### src/eas_pkg.sv
// Purpose: shared constants and types of the port 2 eee status block
// Assumes: ahb-lite data 32 bits, each register one aligned word
// Notes: register contents sit in the low bits, upper bits read zero
package eas_pkg;

  // ----------------------------------------------------------------
  // register byte addresses (low 12 bits of haddr)
  // ----------------------------------------------------------------
  localparam logic [11:0] EAS_ADDR_STAT = 12'h0f0;
  localparam logic [11:0] EAS_ADDR_CTRL = 12'h0f4;
  localparam logic [11:0] EAS_ADDR_IRQ_STAT = 12'h100;
  localparam logic [11:0] EAS_ADDR_IRQ_CLR = 12'h104;
  localparam logic [11:0] EAS_ADDR_IRQ_EN = 12'h108;
  localparam int EAS_ADDR_W = 12;

  // ----------------------------------------------------------------
  // status and control register field positions
  // ----------------------------------------------------------------
  localparam int EAS_B_RSV15 = 15;
  localparam int EAS_B_HW_EEE = 14;
  localparam int EAS_B_TX_LAT = 13;
  localparam int EAS_B_TX_LIVE = 12;
  localparam int EAS_B_RX_LAT = 11;
  localparam int EAS_B_RX_LIVE = 10;
  localparam int EAS_B_RSV9 = 9;
  localparam int EAS_B_RSV8 = 8;
  localparam int EAS_B_NP_LOC_ABLE = 6;
  localparam int EAS_B_NP_LOC = 5;
  localparam int EAS_B_PD_FAULT = 4;
  localparam int EAS_B_LP_NP = 3;
  localparam int EAS_B_NP_ABLE = 2;
  localparam int EAS_B_PAGE = 1;
  localparam int EAS_B_LP_AN = 0;
  localparam int EAS_B_NP_EN = 0;

  // ----------------------------------------------------------------
  // reset values and fixed bits
  // ----------------------------------------------------------------
  localparam logic EAS_RST_RSV15 = 1'b1;
  localparam logic [1:0] EAS_RST_RSV98 = 2'h0;
  localparam logic EAS_RST_NP_EN = 1'b1;
  localparam logic EAS_NP_LOC_ABLE = 1'b1;
  localparam logic EAS_NP_LOC_ALT = 1'b1;
  localparam logic EAS_NP_ABLE_LOCAL = 1'b1;
  localparam logic [31:0] EAS_RD_ZERO = 32'h0000_0000;

  // ----------------------------------------------------------------
  // interrupt event bits
  // ----------------------------------------------------------------
  localparam int EAS_IRQ_W = 4;
  localparam int EAS_EV_TX_LPI = 0;
  localparam int EAS_EV_RX_LPI = 1;
  localparam int EAS_EV_PD_FAULT = 2;
  localparam int EAS_EV_PAGE = 3;

  // ----------------------------------------------------------------
  // phy side status levels
  // ----------------------------------------------------------------
  typedef struct packed {
    logic eee_agreed;
    logic tx_lpi;
    logic rx_lpi;
    logic pd_fault;
    logic page_rcvd;
    logic lp_np_able;
    logic lp_an_able;
  } eas_phy_t;
  localparam int EAS_PHY_W = $bits(eas_phy_t);

endpackage : eas_pkg

### src/eas_sync.sv
// Purpose: two-flop synchroniser for phy side levels
// Assumes: inputs are levels held for at least two hclk cycles
// Notes: first stage feeds only the second stage
module eas_sync #(
  parameter int W = 1
) (
  // clock and reset
  input wire logic hclk,
  input wire logic hresetn,
  // levels
  input wire logic [W-1:0] d_i,
  output logic [W-1:0] q_o
);

  // ----------------------------------------------------------------
  // per bit stages
  // ----------------------------------------------------------------
  genvar i;
  generate
    for (i = 0; i < W; i++)
    begin : g_bit
      logic meta_r;
      logic meta_nxt;
      logic sync_r;
      logic sync_nxt;
      always_comb
      begin
        meta_nxt = d_i[i];
        sync_nxt = meta_r;
      end
      always_ff @(posedge hclk or negedge hresetn)
      begin
        if (!hresetn)
        begin
          meta_r <= 1'b0;
          sync_r <= 1'b0;
        end
        else
        begin
          meta_r <= meta_nxt;
          sync_r <= sync_nxt;
        end
      end
      assign q_o[i] = sync_r;
    end
  endgenerate

endmodule : eas_sync

### src/eas_irq.sv
// Purpose: sticky event status, enable mask and level interrupt
// Assumes: clear and enable strobes are one-cycle write pulses
// Notes: an event in the clear cycle keeps its bit set
module eas_irq (
  // clock and reset
  input wire logic hclk,
  input wire logic hresetn,
  // events and software access
  input wire logic [eas_pkg::EAS_IRQ_W-1:0] evt_i,
  input wire logic clr_we_i,
  input wire logic en_we_i,
  input wire logic [eas_pkg::EAS_IRQ_W-1:0] wdata_i,
  // state
  output logic [eas_pkg::EAS_IRQ_W-1:0] stat_o,
  output logic [eas_pkg::EAS_IRQ_W-1:0] en_o,
  output logic irq_o
);
  import eas_pkg::*;

  logic [EAS_IRQ_W-1:0] stat_r;
  logic [EAS_IRQ_W-1:0] stat_nxt;
  logic [EAS_IRQ_W-1:0] en_r;
  logic [EAS_IRQ_W-1:0] en_nxt;
  logic irq_r;
  logic irq_nxt;

  // ----------------------------------------------------------------
  // next state
  // ----------------------------------------------------------------
  always_comb
  begin
    stat_nxt = stat_r & ~(clr_we_i ? wdata_i : '0);
    stat_nxt = stat_nxt | evt_i;
    en_nxt = en_we_i ? wdata_i : en_r;
    irq_nxt = |(stat_nxt & en_nxt);
  end

  always_ff @(posedge hclk or negedge hresetn)
  begin
    if (!hresetn)
    begin
      stat_r <= '0;
      en_r <= '0;
      irq_r <= 1'b0;
    end
    else
    begin
      stat_r <= stat_nxt;
      en_r <= en_nxt;
      irq_r <= irq_nxt;
    end
  end

  assign stat_o = stat_r;
  assign en_o = en_r;
  assign irq_o = irq_r;

endmodule : eas_irq

### src/eas_top.sv
// Purpose: port 2 eee status and auto-negotiation expansion register
// Assumes: phy status levels are asynchronous and held >= 2 cycles
// Notes: ahb-lite slave, writes zero wait, reads one wait state
//
// Functional notes
// - bit 14 shows eee enabled by next-page exchange, read-only, reset 0
// - bit 13 latches high when transmit pcs sees lpi, reset 0
// - lpi latches stay set until software writes one to them
// - bit 12 follows live transmit lpi, no latching
// - bit 11 latches high when receive pcs sees lpi, reset 0
// - bit 10 follows live receive lpi, no latching
// - bit 6 reads one: next-page location given by bits 6:5
// - bit 5 reads one: partner next pages go to alternate register
// - bit 4 latches parallel detection fault, cleared by read, reset 0
// - bit 3 shows partner next-page ability, reset 0
// - bit 2 reads one: local device is next-page able
// - bit 1 latches a newly received page, reset 0
// - bit 0 shows partner auto-negotiation ability, reset 0
// - next-page enable cleared keeps hardware eee status at 0
module eas_top (
  // clock and reset
  input wire logic hclk,
  input wire logic hresetn,
  // ahb-lite slave
  input wire logic hsel,
  input wire logic [31:0] haddr,
  input wire logic [1:0] htrans,
  input wire logic hwrite,
  input wire logic [2:0] hsize,
  input wire logic [31:0] hwdata,
  input wire logic hready,
  output logic [31:0] hrdata,
  output logic hreadyout,
  output logic hresp,
  // phy side levels
  input wire eas_pkg::eas_phy_t phy_i,
  // interrupt
  output logic irq
);
  import eas_pkg::*;

  // ----------------------------------------------------------------
  // synchronised phy levels
  // ----------------------------------------------------------------
  logic [EAS_PHY_W-1:0] phy_v;
  eas_phy_t phy_s;

  eas_sync #(
    .W(EAS_PHY_W)
  ) u_sync (
    .hclk(hclk),
    .hresetn(hresetn),
    .d_i(phy_i),
    .q_o(phy_v)
  );

  assign phy_s = phy_v;

  // ----------------------------------------------------------------
  // bus state
  // ----------------------------------------------------------------
  logic acc;
  logic rd_acc;
  logic wr_acc;
  logic wr_pend_r;
  logic wr_pend_nxt;
  logic rd_pend_r;
  logic rd_pend_nxt;
  logic [EAS_ADDR_W-1:0] addr_r;
  logic [EAS_ADDR_W-1:0] addr_nxt;
  logic [31:0] hrdata_r;
  logic [31:0] hrdata_nxt;
  logic hreadyout_r;
  logic hreadyout_nxt;
  logic [31:0] rd_mux;
  logic wr_stat;
  logic wr_ctrl;
  logic wr_iclr;
  logic wr_ien;
  logic rd_stat;

  // hsize is not checked: only whole-word singles are expected
  assign acc = hsel & htrans[1] & hready;
  assign rd_acc = acc & ~hwrite;
  assign wr_acc = acc & hwrite;
  assign wr_stat = wr_pend_r && (addr_r == EAS_ADDR_STAT);
  assign wr_ctrl = wr_pend_r && (addr_r == EAS_ADDR_CTRL);
  assign wr_iclr = wr_pend_r && (addr_r == EAS_ADDR_IRQ_CLR);
  assign wr_ien = wr_pend_r && (addr_r == EAS_ADDR_IRQ_EN);
  assign rd_stat = rd_pend_r && (addr_r == EAS_ADDR_STAT);

  // ----------------------------------------------------------------
  // status fields
  // ----------------------------------------------------------------
  logic rsv15_r;
  logic rsv15_nxt;
  logic [1:0] rsv98_r;
  logic [1:0] rsv98_nxt;
  logic np_en_r;
  logic np_en_nxt;
  logic eee_en_r;
  logic eee_en_nxt;
  logic tx_lat_r;
  logic tx_lat_nxt;
  logic rx_lat_r;
  logic rx_lat_nxt;
  logic tx_live_r;
  logic tx_live_nxt;
  logic rx_live_r;
  logic rx_live_nxt;
  logic pd_lat_r;
  logic pd_lat_nxt;
  logic pg_lat_r;
  logic pg_lat_nxt;
  logic lp_np_r;
  logic lp_np_nxt;
  logic lp_an_r;
  logic lp_an_nxt;
  logic [15:0] stat_word;

  always_comb
  begin
    stat_word = 16'h0000;
    stat_word[EAS_B_RSV15] = rsv15_r;
    stat_word[EAS_B_HW_EEE] = eee_en_r;
    stat_word[EAS_B_TX_LAT] = tx_lat_r;
    stat_word[EAS_B_TX_LIVE] = tx_live_r;
    stat_word[EAS_B_RX_LAT] = rx_lat_r;
    stat_word[EAS_B_RX_LIVE] = rx_live_r;
    stat_word[EAS_B_RSV9:EAS_B_RSV8] = rsv98_r;
    stat_word[EAS_B_NP_LOC_ABLE] = EAS_NP_LOC_ABLE;
    stat_word[EAS_B_NP_LOC] = EAS_NP_LOC_ALT;
    stat_word[EAS_B_PD_FAULT] = pd_lat_r;
    stat_word[EAS_B_LP_NP] = lp_np_r;
    stat_word[EAS_B_NP_ABLE] = EAS_NP_ABLE_LOCAL;
    stat_word[EAS_B_PAGE] = pg_lat_r;
    stat_word[EAS_B_LP_AN] = lp_an_r;
  end

  // ----------------------------------------------------------------
  // interrupt block
  // ----------------------------------------------------------------
  logic [EAS_IRQ_W-1:0] evt;
  logic [EAS_IRQ_W-1:0] irq_stat;
  logic [EAS_IRQ_W-1:0] irq_en;
  logic irq_w;

  always_comb
  begin
    evt = '0;
    evt[EAS_EV_TX_LPI] = phy_s.tx_lpi;
    evt[EAS_EV_RX_LPI] = phy_s.rx_lpi;
    evt[EAS_EV_PD_FAULT] = phy_s.pd_fault;
    evt[EAS_EV_PAGE] = phy_s.page_rcvd;
  end

  eas_irq u_irq (
    .hclk(hclk),
    .hresetn(hresetn),
    .evt_i(evt),
    .clr_we_i(wr_iclr),
    .en_we_i(wr_ien),
    .wdata_i(hwdata[EAS_IRQ_W-1:0]),
    .stat_o(irq_stat),
    .en_o(irq_en),
    .irq_o(irq_w)
  );

  assign irq = irq_w;

  // ----------------------------------------------------------------
  // read mux
  // ----------------------------------------------------------------
  always_comb
  begin
    unique case (addr_r)
      EAS_ADDR_STAT: rd_mux = {16'h0000, stat_word};
      EAS_ADDR_CTRL: rd_mux = {31'h0000_0000, np_en_r};
      EAS_ADDR_IRQ_STAT: rd_mux = {{(32-EAS_IRQ_W){1'b0}}, irq_stat};
      EAS_ADDR_IRQ_EN: rd_mux = {{(32-EAS_IRQ_W){1'b0}}, irq_en};
      default: rd_mux = EAS_RD_ZERO;
    endcase
  end

  // ----------------------------------------------------------------
  // bus next state
  // ----------------------------------------------------------------
  // one wait state on reads lets a write in flight land first
  always_comb
  begin
    wr_pend_nxt = wr_acc;
    rd_pend_nxt = rd_acc;
    addr_nxt = acc ? haddr[EAS_ADDR_W-1:0] : addr_r;
    hreadyout_nxt = ~rd_acc;
    hrdata_nxt = rd_pend_r ? rd_mux : hrdata_r;
  end

  always_ff @(posedge hclk or negedge hresetn)
  begin
    if (!hresetn)
    begin
      wr_pend_r <= 1'b0;
      rd_pend_r <= 1'b0;
      addr_r <= '0;
      hreadyout_r <= 1'b1;
      hrdata_r <= EAS_RD_ZERO;
    end
    else
    begin
      wr_pend_r <= wr_pend_nxt;
      rd_pend_r <= rd_pend_nxt;
      addr_r <= addr_nxt;
      hreadyout_r <= hreadyout_nxt;
      hrdata_r <= hrdata_nxt;
    end
  end

  assign hrdata = hrdata_r;
  assign hreadyout = hreadyout_r;
  assign hresp = 1'b0;

  // ----------------------------------------------------------------
  // field next state
  // ----------------------------------------------------------------
  // latch sets win over a clear in the same cycle
  always_comb
  begin
    np_en_nxt = wr_ctrl ? hwdata[EAS_B_NP_EN] : np_en_r;
    eee_en_nxt = np_en_r & phy_s.eee_agreed;
    tx_live_nxt = phy_s.tx_lpi;
    rx_live_nxt = phy_s.rx_lpi;
    tx_lat_nxt = tx_lat_r & ~(wr_stat & hwdata[EAS_B_TX_LAT]);
    tx_lat_nxt = tx_lat_nxt | phy_s.tx_lpi;
    rx_lat_nxt = rx_lat_r & ~(wr_stat & hwdata[EAS_B_RX_LAT]);
    rx_lat_nxt = rx_lat_nxt | phy_s.rx_lpi;
    pd_lat_nxt = (pd_lat_r & ~rd_stat) | phy_s.pd_fault;
    pg_lat_nxt = (pg_lat_r & ~rd_stat) | phy_s.page_rcvd;
    lp_np_nxt = phy_s.lp_np_able;
    lp_an_nxt = phy_s.lp_an_able;
    rsv15_nxt = wr_stat ? hwdata[EAS_B_RSV15] : rsv15_r;
    rsv98_nxt = wr_stat ? hwdata[EAS_B_RSV9:EAS_B_RSV8] : rsv98_r;
  end

  always_ff @(posedge hclk or negedge hresetn)
  begin
    if (!hresetn)
    begin
      np_en_r <= EAS_RST_NP_EN;
      eee_en_r <= 1'b0;
      tx_live_r <= 1'b0;
      rx_live_r <= 1'b0;
      tx_lat_r <= 1'b0;
      rx_lat_r <= 1'b0;
      pd_lat_r <= 1'b0;
      pg_lat_r <= 1'b0;
      lp_np_r <= 1'b0;
      lp_an_r <= 1'b0;
      rsv15_r <= EAS_RST_RSV15;
      rsv98_r <= EAS_RST_RSV98;
    end
    else
    begin
      np_en_r <= np_en_nxt;
      eee_en_r <= eee_en_nxt;
      tx_live_r <= tx_live_nxt;
      rx_live_r <= rx_live_nxt;
      tx_lat_r <= tx_lat_nxt;
      rx_lat_r <= rx_lat_nxt;
      pd_lat_r <= pd_lat_nxt;
      pg_lat_r <= pg_lat_nxt;
      lp_np_r <= lp_np_nxt;
      lp_an_r <= lp_an_nxt;
      rsv15_r <= rsv15_nxt;
      rsv98_r <= rsv98_nxt;
    end
  end
endmodule : eas_top

### config.mk
export PLATFORM = sky130hd
export DESIGN_NAME = eas_top
export DESIGN_NICKNAME = d
export VERILOG_FILES = /design/src/eas_pkg.sv /design/src/eas_sync.sv /design/src/eas_irq.sv /design/src/eas_top.sv
export SDC_FILE = /design/constraint.sdc
export NUM_CORES = 1
export LEC_CHECK = 0
export BUFFER_PORTS_ARGS = -buffer_cell sky130_fd_sc_hd__buf_2
export CORE_MARGIN = 2
export CORE_UTILIZATION = 30
export CTS_BUF_LIST = sky130_fd_sc_hd__clkbuf_16
export DETAILED_ROUTE_END_ITERATION = 12
export HOLD_SLACK_MARGIN = 0.08
export PLACE_DENSITY = 0.68
export SLEW_MARGIN = 10
export SYNTH_ARGS = -nofsm -noshare
export SYNTH_HDL_FRONTEND = slang
export SYNTH_HIERARCHICAL = 1
export SYNTH_SLANG_ARGS = --single-unit
### constraint.sdc
create_clock -name hclk -period 2.1 [get_ports hclk]
set_input_delay 0.21 -clock hclk [delete_from_list [all_inputs] [get_ports hclk]]
set_output_delay 0.21 -clock hclk [all_outputs]
set_load 0.01 [all_outputs]
======== Yosys cells after proc, flatten, opt, wreduce, memory -nomap -nowiden ========
Cells that the tools add are included.
operators by class
  bitwise logic cells ..................... 24
  eq/ne operators ......................... 5
  multiplexer cells ....................... 3
  reduce and logical (&&, ||, !) cells .... 6
operators by type and width
  kind                                                              number
  16-bit one-hot mux with 4 select lines                            1
  12-bit by 9-bit == test with 1-bit output, second input constant  3
  12-bit by 8-bit == test with 1-bit output, second input constant  2
  1-bit bitwise AND                                                 11
  4-bit bitwise AND                                                 2
  4-bit 2-to-1 mux                                                  2
  1-bit logical AND                                                 5
  1-bit NOT                                                         5
  4-bit NOT                                                         1
  1-bit OR                                                          4
  4-bit OR                                                          1
  4-bit OR reduction                                                1
storage, ports and cells
  register bits after elaboration ......... 83
  word-level logic and storage cells ...... 72
  bits of input ports ..................... 81

======== Depth between registers and ports, before layout ========
  depth after elaboration ................. 8
  gate-level depth with buffers ........... 6

======== Hierarchy ========
The synthesis kept the hierarchy.
by module, submodules not included
  module    instances  sequential area each (um^2)  area an instance (um^2)  cells each
  eas_top   1          1054.8                       1828.0                   141
  eas_sync  1          350.3                        402.9                    21
  eas_irq   1          225.2                        362.8                    26

======== Worst setup path before layout ========
OpenSTA, ideal clock, no wires.
  path kind ............................... flip-flop to flip-flop
  start ................................... reg addr_r[4]
  end ..................................... reg u_irq.irq_r (netlist: u_irq/irq_o)
  slack ................................... 0.092 ns
  setup time .............................. 0.132 ns
  period minus slack after synthesis ...... 2.008 ns
  cell stages (with the launch flop) ...... 7
  buffers on the path ..................... 0
  data arrival time ....................... 1.877 ns
  cell sequence ........................... dfrtp_1 > or4b_4 > nor3_2 > and4_1 > mux2_2 > o21ai_2 > nand4_1
on the way
  elaborated cells between the ends (all ways) .. 11
  classes of those cells .................. eq/ne: 2; mux: 2; bitwise: 4; reduce/logical: 3
RTL lines
  item                                       RTL line        text
  start, declared                            eas_top.sv:69   logic [EAS_ADDR_W-1:0] addr_r;
  start signal, assigned                     eas_top.sv:212  addr_r <= addr_nxt;
  12-bit by 9-bit == test with 1-bit output  eas_top.sv:89   assign wr_ien = wr_pend_r && (addr_r == EAS_ADDR_IRQ_EN);
  1-bit logical AND                          eas_top.sv:89
  via wr_ien                                 eas_top.sv:79   logic wr_ien;
  4-bit 2-to-1 mux                           eas_irq.sv:34   en_nxt = en_we_i ? wdata_i : en_r;
  via u_irq.en_nxt[2]                        eas_irq.sv:23   logic [EAS_IRQ_W-1:0] en_nxt;
  4-bit bitwise AND                          eas_irq.sv:35   irq_nxt = |(stat_nxt & en_nxt);
  4-bit OR reduction                         eas_irq.sv:35
  via u_irq.irq_nxt                          eas_irq.sv:25   logic irq_nxt;
  end signal, assigned                       eas_irq.sv:50   irq_r <= irq_nxt;
  end, declared                              eas_irq.sv:24   logic irq_r;
The timed path passes the listed nets, and every way through them passes these cells.
A chain may end at the register's enable or synchronous reset.

======== Worst setup path after layout ========
Same ends and word-level chain as after synthesis.

==> results.yml <==
run_status:
  status: "finished, final reports clean"
sta:
  skew_ps: 5.10
  min_period_ps: 2070
  slew_viol_final: 0
  tightest_slew_ps: 645
  fmaxAchievable_mhz: 483
  setup_viol: 0
  fin_ws_ps: 28.9
  fin_crit_sh_pct: 98.6
  rsz0062_at_grt: "true"
  final-hold-violation-count: 0
  slew_headroom_pct: 56.9
layout:
  final_area_um2: 3330
  area_growth_pct: 28.4
  instances_no_fill: 368
  final_cell_mix: "62 x dfrtp_1, 50 x buf_2, 18 x mux2_2, 18 x conb_1"
  fin_nets: 338
  drive_above_1_share_pct: 41.6
  layout_commonest_cell: "dfrtp_1"
pwr:
  switchingPower_mw: 0.694
  finalPower_mw: 3.06
  clkPwrFrac_pct: 47.2
  p_comb_share_pct: 8.2
  p_int_mw: 2.36
  switching_share_pct: 22.7
  p_leak_nw: 1.59
  seqPwrFrac_pct: 44.6
  ir_worst_vdd_v: 0.000618
  power_density_nw_per_um2: 918
grt:
  grt_util_met1_pct: 14.8
  antenna_found_initial: 0
  grt_pass1_vias: 1632
  grt_usage_pct: 11.0
  grt_start_max_net_pins: 42
  use_met3_pct: 3.18
  grt_pass1_wl_um: 8110
  top_usage_layer: "met2"
  grt_use_met2_pct: 16.2
  grt_overflow: 0
clock_network:
  clk_pin_slew_ps: 60
  insertion_delay_ps: 320
  clkSinkCount: 65
  htree_levels: 3
  tritoncts: "yes"
  clk_path_buf_depth: 2
  cts_setup_buffers: 0
  root_buffer: "clkbuf_16"
  cts_made_buffers: 9
worst_setup_path:
  critPathLaunchType: "flip-flop"
  r2r_cells: 6
  regToRegSetupSlack_ps: 30
  r2r_start: "addr_r[4]$_DFFE_PN0P_"
  cp_max_fo: 4
  arrival_ps: 2260
  crit_type: "reg -> reg"
  worst_ep_required_time_ps: 2290
  rr_endpoint: "u_irq/irq_o$_DFF_PN0_"
  worstSetupEndpointType: "flip-flop"
detailed_routing:
  wl_um: 4780
  vias_per_cell: 4.26
  post-route-drc-count: 0
  postRouteAntennaNets: 0
  num_vias: 1568
  drtIter0Drc: 110
  wl_per_cell_um: 13.0
  drtPass1Iterations: 4
floorplanning:
  die_area_um2: 9410
  ioPinCount: 116
  core_area_um2: 8300
  rows: 33
  die-width_um: 97.0
  die_y_um: 97.0
  start_util_pct: 31.3
placement:
  dpl_worst_slack_ps: -55.9
  io_buffers: 50
  dp.cells: 341
  place_hpwl_um: 3490
  routabilityCongestion: 0.795
  place_area_um2: 2920
synthesis:
  synth_area_leaders: "dfrtp_1 60%, buf_4 7.8%, mux2_2 7.8%"
  synthCells: 188
  yosysTopAreaCell: "dfrtp_1"
  synth_top_area_share_pct: 59.8
  ys_seq_area_share_pct: 62.9
  ys_warn_count: 6
  syn-cell-area_um2: 2590
  synthDistinctLibCells: 34
  synth.avg_cell_area_um2: 13.8
  yosys_register_bits: 65
worst_hold_path:
  min_path_type: "in -> reg"
  min_to: "rsv98_r[0]$_DFFE_PN0N_"
  hold_depth: 2
  min_from: "hwdata[8]"
flow_run:
  maxCapViolCount: 0
-- state kept, by name, summed over array words and instances, names as in the netlist, 2 cells and up --
signal	flops
addr_r	12
u_irq/stat_o	4
u_sync/g_bit.sync_r	7
hrdata	14
rsv98_r	2
u_sync/g_bit.meta_r	7
u_irq/en_o	4
-- layer usage --
metal / wire, µm / share of wire, %
met1: 2320 / 49
met2: 2190 / 46
met3: 165 / 3.5
met4: 105 / 2.2
met5: 0 / 0
-- worst max path at each step --
stage / startpoint / end / cells after the start
5_1_grt: addr_r[4]$_DFFE_PN0P_ / u_irq/irq_o$_DFF_PN0_ / 6
3_3_place_gp: addr_r[4]$_DFFE_PN0P_ / u_irq/irq_o$_DFF_PN0_ / 6
3_5_place_dp: addr_r[4]$_DFFE_PN0P_ / u_irq/irq_o$_DFF_PN0_ / 6
4_1_cts: addr_r[4]$_DFFE_PN0P_ / u_irq/irq_o$_DFF_PN0_ / 6
2_1_floorplan: addr_r[4]$_DFFE_PN0P_ / u_irq/irq_o$_DFF_PN0_ / 6
6_report: addr_r[4]$_DFFE_PN0P_ / u_irq/irq_o$_DFF_PN0_ / 6
-- power groups by stage --
stage | sequential, mW | clock, mW | combinational, mW
final | 1.36 | 1.44 | 0.249
after global routing | 1.38 | 1.53 | 0.278
after CTS | 1.36 | 1.48 | 0.254
after floorplan | 1.38 | 0 | 0.141
after global placement | 1.38 | 0 | 0.228
after detailed placement | 1.39 | 0 | 0.235
-- area by class of cell --
class / count / area [µm²]
clock buffer: 9 / 225
clock inverter: 7 / 71.3
inverter: 7 / 26.3
multi-input combinational: 103 / 797
timing repair buffer: 71 / 445
fill: 781 / 4970
antenna: 1 / 2.50
sequential: 65 / 1630
tap: 105 / 131
-- worst max-delay path, stage by stage (launching register included) --
cell and delay [ps]:
dfrtp_1 380, or4b_4 560, nor3_4 150, and4_4 280, mux2_2 350, o21ai_1 100, nand4_1 120
-- per-stage QoR --
stage / setup TNS [ps] / hold slack (ps) / util [%]
2_1_floorplan: 0 / -85.6 / -
3_3_place_gp: -81.0 / 239 / 35.2
3_5_place_dp: -55.9 / 244 / 35.2
4_1_cts: 0 / 106 / 40.1
5_1_grt: -87.6 / 111 / 40.1
6_report: 0 / 111 / 40.1
-- synthesized netlist by cell type (all sizes together) --
| library cell | count |
|---|---|
| a31oi | 2 |
| dfrtp | 62 |
| nor2 | 6 |
| and4 | 4 |
| nor3b | 1 |
| dfstp | 3 |
| nand2 | 2 |
| a32oi | 3 |
| a21o | 3 |
| a221oi | 2 |
| buf | 28 |
| or4b | 1 |
| nor3 | 4 |
| and2 | 3 |
| a22o | 9 |
| a21boi | 4 |
| o21ai | 5 |
| inv | 7 |
| clkbuf | 2 |
| mux2 | 22 |
| o2bb2ai | 3 |
| o31ai | 1 |
| conb | 1 |
| nand4 | 3 |
| nand3 | 2 |
| or2 | 4 |
| nand2b | 1 |
-- what timing repair did --
| action | CTS | global route |
|---|---|---|
| pin swaps | 0 | 1 |
| hold buffers | 10 | 0 |
| setup endpoints to repair | 1 | 5 |
| gates resized for setup | 3 | 2 |
| hold endpoints to repair | 30 | 0 |
-- cell families (layout without fill, tap and decap cells) --
family / Yosys count / count (layout) / synth area share, %
DFF: 65 / 65 / 62.9
muxes: 22 / 22 / 9.55
other: 1 / 19 / 0.145
and+or+nand+nor: 31 / 31 / 8.20
buffers and inverters: 37 / 94 / 9.31
AOI/OAI and AO/OA: 32 / 32 / 9.94
Note: power is estimated with default switching activity, not from simulation.
